**src/inc/mmx_pkg.sv**
```systemverilog
`default_nettype none
package mmx_pkg;
	// Register byte offsets
	localparam logic [7:0] OFS_INSTR_LO = 8'h00;
	localparam logic [7:0] OFS_INSTR_HI = 8'h04;
	localparam logic [7:0] OFS_CTRL = 8'h08;
	localparam logic [7:0] OFS_STATUS = 8'h0c;
	localparam logic [7:0] OFS_USEL = 8'h10;
	localparam logic [7:0] OFS_UREG_X = 8'h14;
	localparam logic [7:0] OFS_UREG_Y = 8'h18;
	// Control and status bits
	localparam int CTRL_START = 0;
	localparam int CTRL_SIMD = 1;
	localparam int CTRL_BCAST = 2;
	localparam int CTRL_SHORT = 3;
	localparam int ST_BUSY = 0;
	localparam int ST_DONE = 1;
	localparam int ST_ERR = 2;
	localparam logic [2:0] CTRL_RESET = 3'h0;
	// Instruction word fields
	localparam int F_OP = 44;
	localparam int F_SFX = 42;
	localparam int F_SPACE = 41;
	localparam int F_DIR = 40;
	localparam int F_LW = 39;
	localparam int F_UREG = 34;
	localparam int F_IDX = 32;
	localparam int IMM7_W = 7;
	localparam logic [3:0] OP_DIRECT = 4'he;
	localparam logic [3:0] OP_INDIRECT = 4'hf;
	localparam logic [1:0] SFX_A = 2'h0;
	localparam logic [1:0] SFX_B = 2'h1;
	localparam logic [1:0] SFX_C = 2'h2;
	localparam logic [5:0] SIZE_A = 6'h30;
	localparam logic [5:0] SIZE_B = 6'h20;
	localparam logic [5:0] SIZE_C = 6'h10;
	// Universal register map: 0..7 index, 8..19 have complements
	localparam logic [4:0] UREG_COMP_LO = 5'h08;
	localparam logic [4:0] UREG_COMP_HI = 5'h13;
	localparam logic [1:0] UREG_IDX_TOP = 2'h0;
	// Second element address skew
	localparam logic [31:0] K_BCAST = 32'h0;
	localparam logic [31:0] K_NW = 32'h1;
	localparam logic [31:0] K_SW = 32'h2;

	function automatic logic has_comp(input logic [4:0] u);
		return (u >= UREG_COMP_LO) && (u <= UREG_COMP_HI);
	endfunction
endpackage
`default_nettype wire

```
**src/inc/mmx_dec_if.sv**
```systemverilog
`default_nettype none
interface mmx_dec_if;
	logic [47:0] instr;
	logic simd;
	logic bcast;
	logic short_w;
	logic [31:0] idx_val;
	logic [2:0] idx_sel;
	logic ok;
	logic [5:0] size_bits;
	logic space;
	logic dir;
	logic lw;
	logic [4:0] ureg;
	logic y_en;
	logic [31:0] addr_x;
	logic [31:0] addr_y;
	modport dec (input instr, simd, bcast, short_w, idx_val,
		output idx_sel, ok, size_bits, space, dir, lw, ureg, y_en, addr_x, addr_y);
	modport exe (output instr, simd, bcast, short_w, idx_val,
		input idx_sel, ok, size_bits, space, dir, lw, ureg, y_en, addr_x, addr_y);
endinterface
`default_nettype wire

```
**src/rtl/mmx_decode.sv**
```systemverilog
`default_nettype none
module mmx_decode
(
	mmx_dec_if.dec d
);
	wire [3:0] op = d.instr[mmx_pkg::F_OP +: 4];
	wire [1:0] sfx = d.instr[mmx_pkg::F_SFX +: 2];
	wire is_dir = (op == mmx_pkg::OP_DIRECT) && (sfx == mmx_pkg::SFX_A);
	wire is_ind_a = (op == mmx_pkg::OP_INDIRECT) && (sfx == mmx_pkg::SFX_A);
	wire is_ind_b = (op == mmx_pkg::OP_INDIRECT) && (sfx == mmx_pkg::SFX_B);
	wire [31:0] imm;
	wire [31:0] base;
	wire [31:0] k;
	wire same_gen;
	localparam int IMM7_W_M1 = mmx_pkg::IMM7_W - 1;

	assign d.size_bits = (sfx == mmx_pkg::SFX_A) ? mmx_pkg::SIZE_A :
		(sfx == mmx_pkg::SFX_B) ? mmx_pkg::SIZE_B :
		(sfx == mmx_pkg::SFX_C) ? mmx_pkg::SIZE_C : 6'h0;
	assign d.space = d.instr[mmx_pkg::F_SPACE];
	assign d.dir = d.instr[mmx_pkg::F_DIR];
	assign d.lw = d.instr[mmx_pkg::F_LW];
	assign d.ureg = d.instr[mmx_pkg::F_UREG +: 5];
	// Data space picks the first generator, program space the second
	assign d.idx_sel = {d.space, d.instr[mmx_pkg::F_IDX +: 2]};
	// Short form keeps only seven bits, zero extended
	assign imm = is_ind_b ? {25'h0, d.instr[IMM7_W_M1:0]} : d.instr[31:0];
	assign base = is_dir ? 32'h0 : d.idx_val;
	assign d.addr_x = base + imm;
	assign k = d.bcast ? mmx_pkg::K_BCAST :
		(d.short_w ? mmx_pkg::K_SW : mmx_pkg::K_NW);
	assign d.addr_y = d.addr_x + k;
	// Index register of the same generator as the move is refused
	assign same_gen = (d.ureg[4:3] == mmx_pkg::UREG_IDX_TOP) && (d.ureg[2] == d.space);
	assign d.ok = is_dir | ((is_ind_a | is_ind_b) & ~same_gen);
	assign d.y_en = d.simd & mmx_pkg::has_comp(d.ureg);
endmodule // mmx_decode
`default_nettype wire

```
**src/rtl/mmx_exec.sv**
```systemverilog
`default_nettype none
module mmx_exec
(
	input wire logic i_clk,
	input wire logic i_rstn,
	input wire logic [7:0] i_avs_address,
	input wire logic i_avs_read,
	input wire logic i_avs_write,
	input wire logic [31:0] i_avs_writedata,
	input wire logic [3:0] i_avs_byteenable,
	output logic [31:0] o_avs_readdata,
	output logic o_avs_waitrequest,
	output logic o_mem_req,
	input wire logic i_mem_ack,
	output logic o_mem_space,
	output logic o_mem_we,
	output logic o_mem_lw,
	output logic o_mem_pe,
	output logic [31:0] o_mem_addr,
	output logic [31:0] o_mem_wdata,
	input wire logic [31:0] i_mem_rdata,
	output logic [5:0] o_instr_size
);
	typedef enum logic [1:0] {S_IDLE, S_X, S_Y} mmx_state_t;

	function automatic logic [31:0] be_merge(input logic [31:0] old,
		input logic [31:0] nw, input logic [3:0] be);
		logic [31:0] r;
		r = old;
		for (int i = 0; i < 4; i++)
		begin
			if (be[i])
				r[8*i +: 8] = nw[8*i +: 8];
		end
		return r;
	endfunction

	mmx_state_t state_q;
	mmx_state_t state_d;
	logic ack_q;
	logic [31:0] rdata_q;
	logic [31:0] instr_lo_q;
	logic [15:0] instr_hi_q;
	logic [2:0] ctrl_q;
	logic [4:0] usel_q;
	logic done_q;
	logic err_q;
	logic [31:0] addr_q;
	logic [31:0] addr_y_q;
	logic [31:0] wdata_q;
	logic pe_q;
	logic space_q;
	logic we_q;
	logic lw_q;
	logic [31:0] ra_x;
	logic [31:0] ra_y;
	logic [31:0] rb_x;
	logic [31:0] rb_y;
	logic [31:0] ri;
	logic [31:0] rd_mux;

	mmx_dec_if dec_bus ();

	// Bus slave: one wait cycle on every access
	wire req = i_avs_read | i_avs_write;
	wire wr_go = i_avs_write & ack_q;
	wire rd_go = i_avs_read & ~ack_q;
	wire idle = (state_q == S_IDLE);
	// Writes other than status are dropped while a move runs
	wire wr_ok = wr_go & idle;
	wire sel_lo = (i_avs_address == mmx_pkg::OFS_INSTR_LO);
	wire sel_hi = (i_avs_address == mmx_pkg::OFS_INSTR_HI);
	wire sel_ctrl = (i_avs_address == mmx_pkg::OFS_CTRL);
	wire sel_stat = (i_avs_address == mmx_pkg::OFS_STATUS);
	wire sel_usel = (i_avs_address == mmx_pkg::OFS_USEL);
	wire sel_ux = (i_avs_address == mmx_pkg::OFS_UREG_X);
	wire sel_uy = (i_avs_address == mmx_pkg::OFS_UREG_Y);
	wire start_go = wr_ok & sel_ctrl & i_avs_byteenable[0]
		& i_avs_writedata[mmx_pkg::CTRL_START];
	wire launch = start_go & dec_bus.ok;
	wire [31:0] ctrl_wr = be_merge({28'h0, ctrl_q, 1'b0}, i_avs_writedata, i_avs_byteenable);
	// Mode written together with start steers that same move, not the next one
	wire [2:0] mode_now = (wr_ok & sel_ctrl) ? ctrl_wr[3:1] : ctrl_q;
	wire [31:0] hi_wr = be_merge({16'h0, instr_hi_q}, i_avs_writedata, i_avs_byteenable);
	wire [31:0] stat_wr = be_merge(32'h0, i_avs_writedata, i_avs_byteenable);
	wire clr_done = wr_go & sel_stat & stat_wr[mmx_pkg::ST_DONE];
	wire clr_err = wr_go & sel_stat & stat_wr[mmx_pkg::ST_ERR];
	wire x_ack = (state_q == S_X) & i_mem_ack;
	wire y_ack = (state_q == S_Y) & i_mem_ack;
	wire move_end = (x_ack & ~dec_bus.y_en) | y_ack;
	// Set wins over a clear in the same cycle
	wire done_d = move_end | (done_q & ~clr_done);
	wire err_d = (start_go & ~dec_bus.ok) | (err_q & ~clr_err);
	wire wx_mem = x_ack & ~dec_bus.dir;
	wire wy_mem = y_ack & ~dec_bus.dir;
	wire wx_sw = wr_ok & sel_ux;
	wire wy_sw = wr_ok & sel_uy;
	wire [31:0] w_data = (wx_mem | wy_mem) ? i_mem_rdata
		: be_merge(wx_sw ? rb_x : rb_y, i_avs_writedata, i_avs_byteenable);
	wire [4:0] w_addr = idle ? usel_q : dec_bus.ureg;

	assign o_avs_waitrequest = req & ~ack_q;
	assign o_avs_readdata = rdata_q;

	assign rd_mux = sel_lo ? instr_lo_q :
		sel_hi ? {16'h0, instr_hi_q} :
		sel_ctrl ? {28'h0, ctrl_q, 1'b0} :
		sel_stat ? {29'h0, err_q, done_q, ~idle} :
		sel_usel ? {27'h0, usel_q} :
		sel_ux ? rb_x :
		sel_uy ? rb_y : 32'h0;

	assign dec_bus.instr = {instr_hi_q, instr_lo_q};
	assign dec_bus.simd = mode_now[mmx_pkg::CTRL_SIMD - 1];
	assign dec_bus.bcast = mode_now[mmx_pkg::CTRL_BCAST - 1];
	assign dec_bus.short_w = mode_now[mmx_pkg::CTRL_SHORT - 1];
	assign dec_bus.idx_val = ri;

	mmx_decode u_dec
	(
		.d(dec_bus)
	);

	mmx_ureg #(.N(32), .W(32)) u_ureg
	(
		.i_clk(i_clk),
		.i_rstn(i_rstn),
		.i_wx_en(wx_mem | wx_sw),
		.i_wy_en(wy_mem | wy_sw),
		.i_w_addr(w_addr),
		.i_w_data(w_data),
		.i_ra_addr(dec_bus.ureg),
		.o_ra_x(ra_x),
		.o_ra_y(ra_y),
		.i_rb_addr(usel_q),
		.o_rb_x(rb_x),
		.o_rb_y(rb_y),
		.i_ri_addr(dec_bus.idx_sel),
		.o_ri(ri)
	);

	always_comb
	begin
		state_d = state_q;
		case (state_q)
			S_IDLE:
			begin
				if (launch)
					state_d = S_X;
			end
			S_X:
			begin
				if (i_mem_ack)
					state_d = dec_bus.y_en ? S_Y : S_IDLE;
			end
			S_Y:
			begin
				if (i_mem_ack)
					state_d = S_IDLE;
			end
			default:
			begin
				state_d = S_IDLE;
			end
		endcase
	end

	always_ff @(posedge i_clk)
	begin
		if (!i_rstn)
		begin
			ack_q <= 1'b0;
			rdata_q <= 32'h0;
			state_q <= S_IDLE;
			done_q <= 1'b0;
			err_q <= 1'b0;
		end
		else
		begin
			ack_q <= req & ~ack_q;
			if (rd_go)
				rdata_q <= rd_mux;
			state_q <= state_d;
			done_q <= done_d;
			err_q <= err_d;
		end
	end

	always_ff @(posedge i_clk)
	begin
		if (!i_rstn)
		begin
			instr_lo_q <= 32'h0;
			instr_hi_q <= 16'h0;
			ctrl_q <= mmx_pkg::CTRL_RESET;
			usel_q <= 5'h0;
		end
		else if (wr_ok)
		begin
			if (sel_lo)
				instr_lo_q <= be_merge(instr_lo_q, i_avs_writedata, i_avs_byteenable);
			if (sel_hi)
				instr_hi_q <= hi_wr[15:0];
			if (sel_ctrl)
				ctrl_q <= ctrl_wr[3:1];
			if (sel_usel && i_avs_byteenable[0])
				usel_q <= i_avs_writedata[4:0];
		end
	end

	// Addresses are latched at launch so the index is read once, never updated
	always_ff @(posedge i_clk)
	begin
		if (!i_rstn)
		begin
			addr_q <= 32'h0;
			addr_y_q <= 32'h0;
			wdata_q <= 32'h0;
			pe_q <= 1'b0;
			space_q <= 1'b0;
			we_q <= 1'b0;
			lw_q <= 1'b0;
		end
		else if (launch)
		begin
			addr_q <= dec_bus.addr_x;
			addr_y_q <= dec_bus.addr_y;
			wdata_q <= ra_x;
			pe_q <= 1'b0;
			space_q <= dec_bus.space;
			we_q <= dec_bus.dir;
			lw_q <= dec_bus.lw;
		end
		else if (x_ack && dec_bus.y_en)
		begin
			addr_q <= addr_y_q;
			wdata_q <= ra_y;
			pe_q <= 1'b1;
		end
	end

	assign o_mem_req = (state_q == S_X) | (state_q == S_Y);
	assign o_mem_space = space_q;
	assign o_mem_we = we_q;
	assign o_mem_lw = lw_q;
	assign o_mem_pe = pe_q;
	assign o_mem_addr = addr_q;
	assign o_mem_wdata = wdata_q;
	assign o_instr_size = dec_bus.size_bits;
endmodule // mmx_exec
`default_nettype wire

```
**src/rtl/mmx_ureg.sv**
```systemverilog
`default_nettype none
module mmx_ureg
#(
	parameter int N = 32,
	parameter int W = 32
)
(
	input wire logic i_clk,
	input wire logic i_rstn,
	input wire logic i_wx_en,
	input wire logic i_wy_en,
	input wire logic [4:0] i_w_addr,
	input wire logic [W-1:0] i_w_data,
	input wire logic [4:0] i_ra_addr,
	output logic [W-1:0] o_ra_x,
	output logic [W-1:0] o_ra_y,
	input wire logic [4:0] i_rb_addr,
	output logic [W-1:0] o_rb_x,
	output logic [W-1:0] o_rb_y,
	input wire logic [2:0] i_ri_addr,
	output logic [W-1:0] o_ri
);
	logic [W-1:0] x_q [N];
	logic [W-1:0] y_q [N];

	always_ff @(posedge i_clk)
	begin
		for (int i = 0; i < N; i++)
		begin
			if (!i_rstn)
			begin
				x_q[i] <= '0;
				y_q[i] <= '0;
			end
			else
			begin
				if (i_wx_en && (i_w_addr == i[4:0]))
					x_q[i] <= i_w_data;
				if (i_wy_en && (i_w_addr == i[4:0]))
					y_q[i] <= i_w_data;
			end
		end
	end

	assign o_ra_x = x_q[i_ra_addr];
	assign o_ra_y = y_q[i_ra_addr];
	assign o_rb_x = x_q[i_rb_addr];
	assign o_rb_y = y_q[i_rb_addr];
	assign o_ri = x_q[{2'h0, i_ri_addr}];
endmodule // mmx_ureg
`default_nettype wire

```
**config.mk**
```make
export PLATFORM = sky130hd
export DESIGN_NAME = mmx_exec
export DESIGN_NICKNAME = d
export VERILOG_FILES = /design/src/inc/mmx_pkg.sv /design/src/inc/mmx_dec_if.sv /design/src/rtl/mmx_decode.sv /design/src/rtl/mmx_exec.sv /design/src/rtl/mmx_ureg.sv
export SDC_FILE = /design/constraint.sdc
export NUM_CORES = 2
export LEC_CHECK = 0
export BUFFER_PORTS_ARGS = -buffer_cell sky130_fd_sc_hd__buf_2
export CAP_MARGIN = 20
export CORE_MARGIN = 1
export CORE_UTILIZATION = 58
export CTS_CLUSTER_DIAMETER = 80
export DETAILED_ROUTE_END_ITERATION = 10
export PLACE_DENSITY = 0.77
export SLEW_MARGIN = 20
export SYNTH_ARGS = -nofsm -noshare
export SYNTH_HDL_FRONTEND = slang
export SYNTH_SLANG_ARGS = --single-unit
```
**constraint.sdc**
```tcl
create_clock -name i_clk -period 5.7 [get_ports i_clk]
set_clock_uncertainty 0.1 [all_clocks]
set_input_delay 0.855 -clock i_clk [delete_from_list [all_inputs] [get_ports i_clk]]
set_output_delay 0.855 -clock i_clk [all_outputs]
set_load 0.02 [all_outputs]
```
==> flow_summary.json <==
{
  "avgSynthCellArea_sq_um": 14.38,
  "max-slew-margin-rel_pct": 7.728,
  "hold_viol": 0,
  "cts_tree": "yes",
  "yosysSeqAreaShare_pct": 55.80,
  "timing.fmax_mhz": 189.2,
  "cts_resized": 0,
  "cp-start-kind": "register",
  "fin_cells": 11040,
  "wl_mm": 464.1,
  "start_util_pct": 58.61,
  "final_layout_size_suffix_gt1_share_pct": 29.96,
  "syn_to_final_growth_pct": 12.26,
  "gr-total-overflow": 0,
  "setup.worst_path.end_class": "register",
  "worstHoldPathType": "input port to register",
  "syn_inst": 8173,
  "async_flop_share_pct": 0,
  "drv_slew": 0,
  "portBuffers": 184,
  "clk_latency_ps": 980,
  "drc": 0,
  "cp.required_ps": 6230,
  "vdd_drop_max_uv": 375.1,
  "worst_pin_slew_ps": 1346,
  "power_density_mw_per_mm2": 282.2,
  "grt_setup_unrepaired": "false",
  "core_sq_mm": 0.2005,
  "fin_crit_ps": 5286,
  "clk_pin_slew_ps": 60,
  "critPathKind": "register to register",
  "numClockSinks": 2251,
  "io_pins": 189,
  "grt_pass1_vias": 83830,
  "gr-usage-all-layers_pct": 45.38,
  "cts_buffer_depth": 3,
  "dr.first_iter.drc_count": 17930,
  "synth_edf_count": 2048,
  "ant_nets": 0,
  "antenna_found_initial": 47,
  "grt_max_degree": 105,
  "synth_top_area_share_pct": 52.34,
  "dieArea_sq_mm": 0.2044,
  "critPathArrivalTime_ps": 5810,
  "vias": 86200,
  "yosys-top-cells-area": "edfxtp_1 52%, mux4_2 26%, nor2_1 7.1%, dfxtp_1 3.5%, mux2i_1 1.6%",
  "leakagePower_nw": 43.86,
  "regArea_sq_mm": 0.06561,
  "dr.pass1.iters": 9,
  "fin_crit_sh_pct": 92.74,
  "yosys_warnings": 0,
  "die_h_microns": 452.1,
  "crit_fanout": 33,
  "cts_buffers": 229,
  "status": "completed",
  "yosys.area.top_type": "edfxtp_1",
  "viasPerCell": 7.810,
  "place_inst": 10560,
  "final_cell_mix": "2232 x nor2_1, 2048 x edfxtp_1, 1344 x mux4_2, 296 x buf_4, 254 x nand2_1",
  "post_cts_buffers": 0,
  "mostFrequentLayoutCell": "nor2_1",
  "finish.utilization_pct": 65.80,
  "multi_input_area_sq_mm": 0.04960,
  "hpwl_mm": 270.1,
  "cts_root_buffer": "clkbuf_16",
  "ys_ff_latch": 2251,
  "drt-wirelength-per-cell_microns": 42.06,
  "fill_cells": 13280,
  "place.gp.congestion": 1.024,
  "fin_nets": 8268,
  "tns_ps": 0,
  "ctsHoldBuffers": 0,
  "dieWidth_microns": 452.1,
  "synth-main-ff-cell": "edfxtp_1",
  "finalSetupViolations": 0,
  "drv_cap": 0,
  "syn-cell-area_sq_mm": 0.1175,
  "grt_first_pass_wirelength_mm": 636.3,
  "yosysUniqueCellTypes": 81,
  "htreeDepth": 4,
  "num_rows": 164
}
through the flow:
stage	cell area (sq um)	hold slack [ps]	power [W]	setup slack, ps
after floorplan	117500	331.5	0.02018	141.6
after global placement	123700	339.6	0.02116	18.97
after detailed placement	123700	350.0	0.02128	41.19
after CTS	131600	67.97	0.03686	447.2
after global routing	131900	71.51	0.03767	145.2
final	131900	56.28	0.03723	413.8
sequential cells by signal, indices dropped and copies added, names as in the netlist, named ones only:
| name | count |
|---|---|
| u_ureg.x_q | 1024 |
| u_ureg.y_q | 1024 |
| addr_y_q | 32 |
| instr_lo_q | 32 |
| o_avs_readdata | 32 |
| o_mem_addr | 32 |
| o_mem_wdata | 32 |
| instr_hi_q | 16 |
| usel_q | 5 |
| ctrl_q | 3 |
| state_q | 2 |
| ack_q | 1 |
| done_q | 1 |
| err_q | 1 |
| o_mem_lw | 1 |
| o_mem_pe | 1 |
| o_mem_space | 1 |
| o_mem_we | 1 |
routing by layer:
layer / routed length (microns) / GRT usage (%) / up-vias / part of all wire, %
li1: - / - / 31420 / -
met1: 134600 / 53.60 / 42350 / 29
met2: 188500 / 61.56 / 9837 / 41
met3: 88890 / 22.52 / 2561 / 19
met4: 51940 / 39.04 / 32 / 11
met5: 268 / 0.3265 / - / 0.058
path summary, 6_finish.rpt:
check / from / to / slack [ps] / depth (start not counted)
setup / recovery: register / u_ureg.x_q[12][5]$_SDFFCE_PN0P_ / 410 / 11
hold / removal: i_avs_writedata[29] / instr_lo_q[29]$_SDFFE_PN0P_ / 60 / 3
setup reg to reg: register / u_ureg.x_q[12][5]$_SDFFCE_PN0P_ / 410 / 11
hold reg to reg: addr_y_q[0]$_SDFFE_PN0P_ / addr_y_q[0]$_SDFFE_PN0P_ / 350 / 2
area by class of cell:
type / instances / share of cell area (%)
Sequential cell: 2251 / 49.74
Multi-Input combinational cell: 5062 / 37.60
Clock buffer: 288 / 4.667
Timing Repair Buffer: 586 / 4.010
Tap cell: 2656 / 2.519
Clock inverter: 145 / 1.354
Inverter: 19 / 0.05786
Antenna cell: 29 / 0.05501
cells in the mapped netlist, types with 36 or more instances:
cell         n
a211oi_1    85
a21oi_1    172
buf_1      145
buf_2      202
clkbuf_1   484
dfxtp_1    203
edfxtp_1  2048
ha_1        36
mux2_2      45
mux2i_1    191
mux4_2    1344
nand2_1    288
nand3_1     45
nor2_1    2234
nor2b_1     52
nor3_1      44
o211ai_1    37
o21ai_0    184
o21ai_1     47
kinds of logic after synthesis:
family / share of synthesized area, %
XOR/XNOR: 0.3652
adder cells (fa/ha/maj): 0.4174
AND/OR/NAND/NOR: 9.395
other: 0.003191
buffers and inverters: 3.060
multiplexers: 27.82
flip-flops: 55.80
AO/OA/AOI/OAI: 3.145
report_power, final:
group          total [W]  internal (W)  switching (W)  leakage [nW]
Combinational    0.00236      0.000698        0.00166          17.3
Sequential        0.0188        0.0185       0.000346          22.7
Clock             0.0160       0.00910        0.00693          3.86
worst max-delay path: stages (launching register included):
cell	delay, ps
dfxtp_4	800
buf_12	310
buf_12	200
mux4_2	540
mux4_2	510
mux2i_1	820
nand2_1	150
o21ai_0	110
o211ai_1	390
o21ai_4	600
buf_12	300
nor2_1	100
Note: power is estimated with default switching activity, not from simulation.
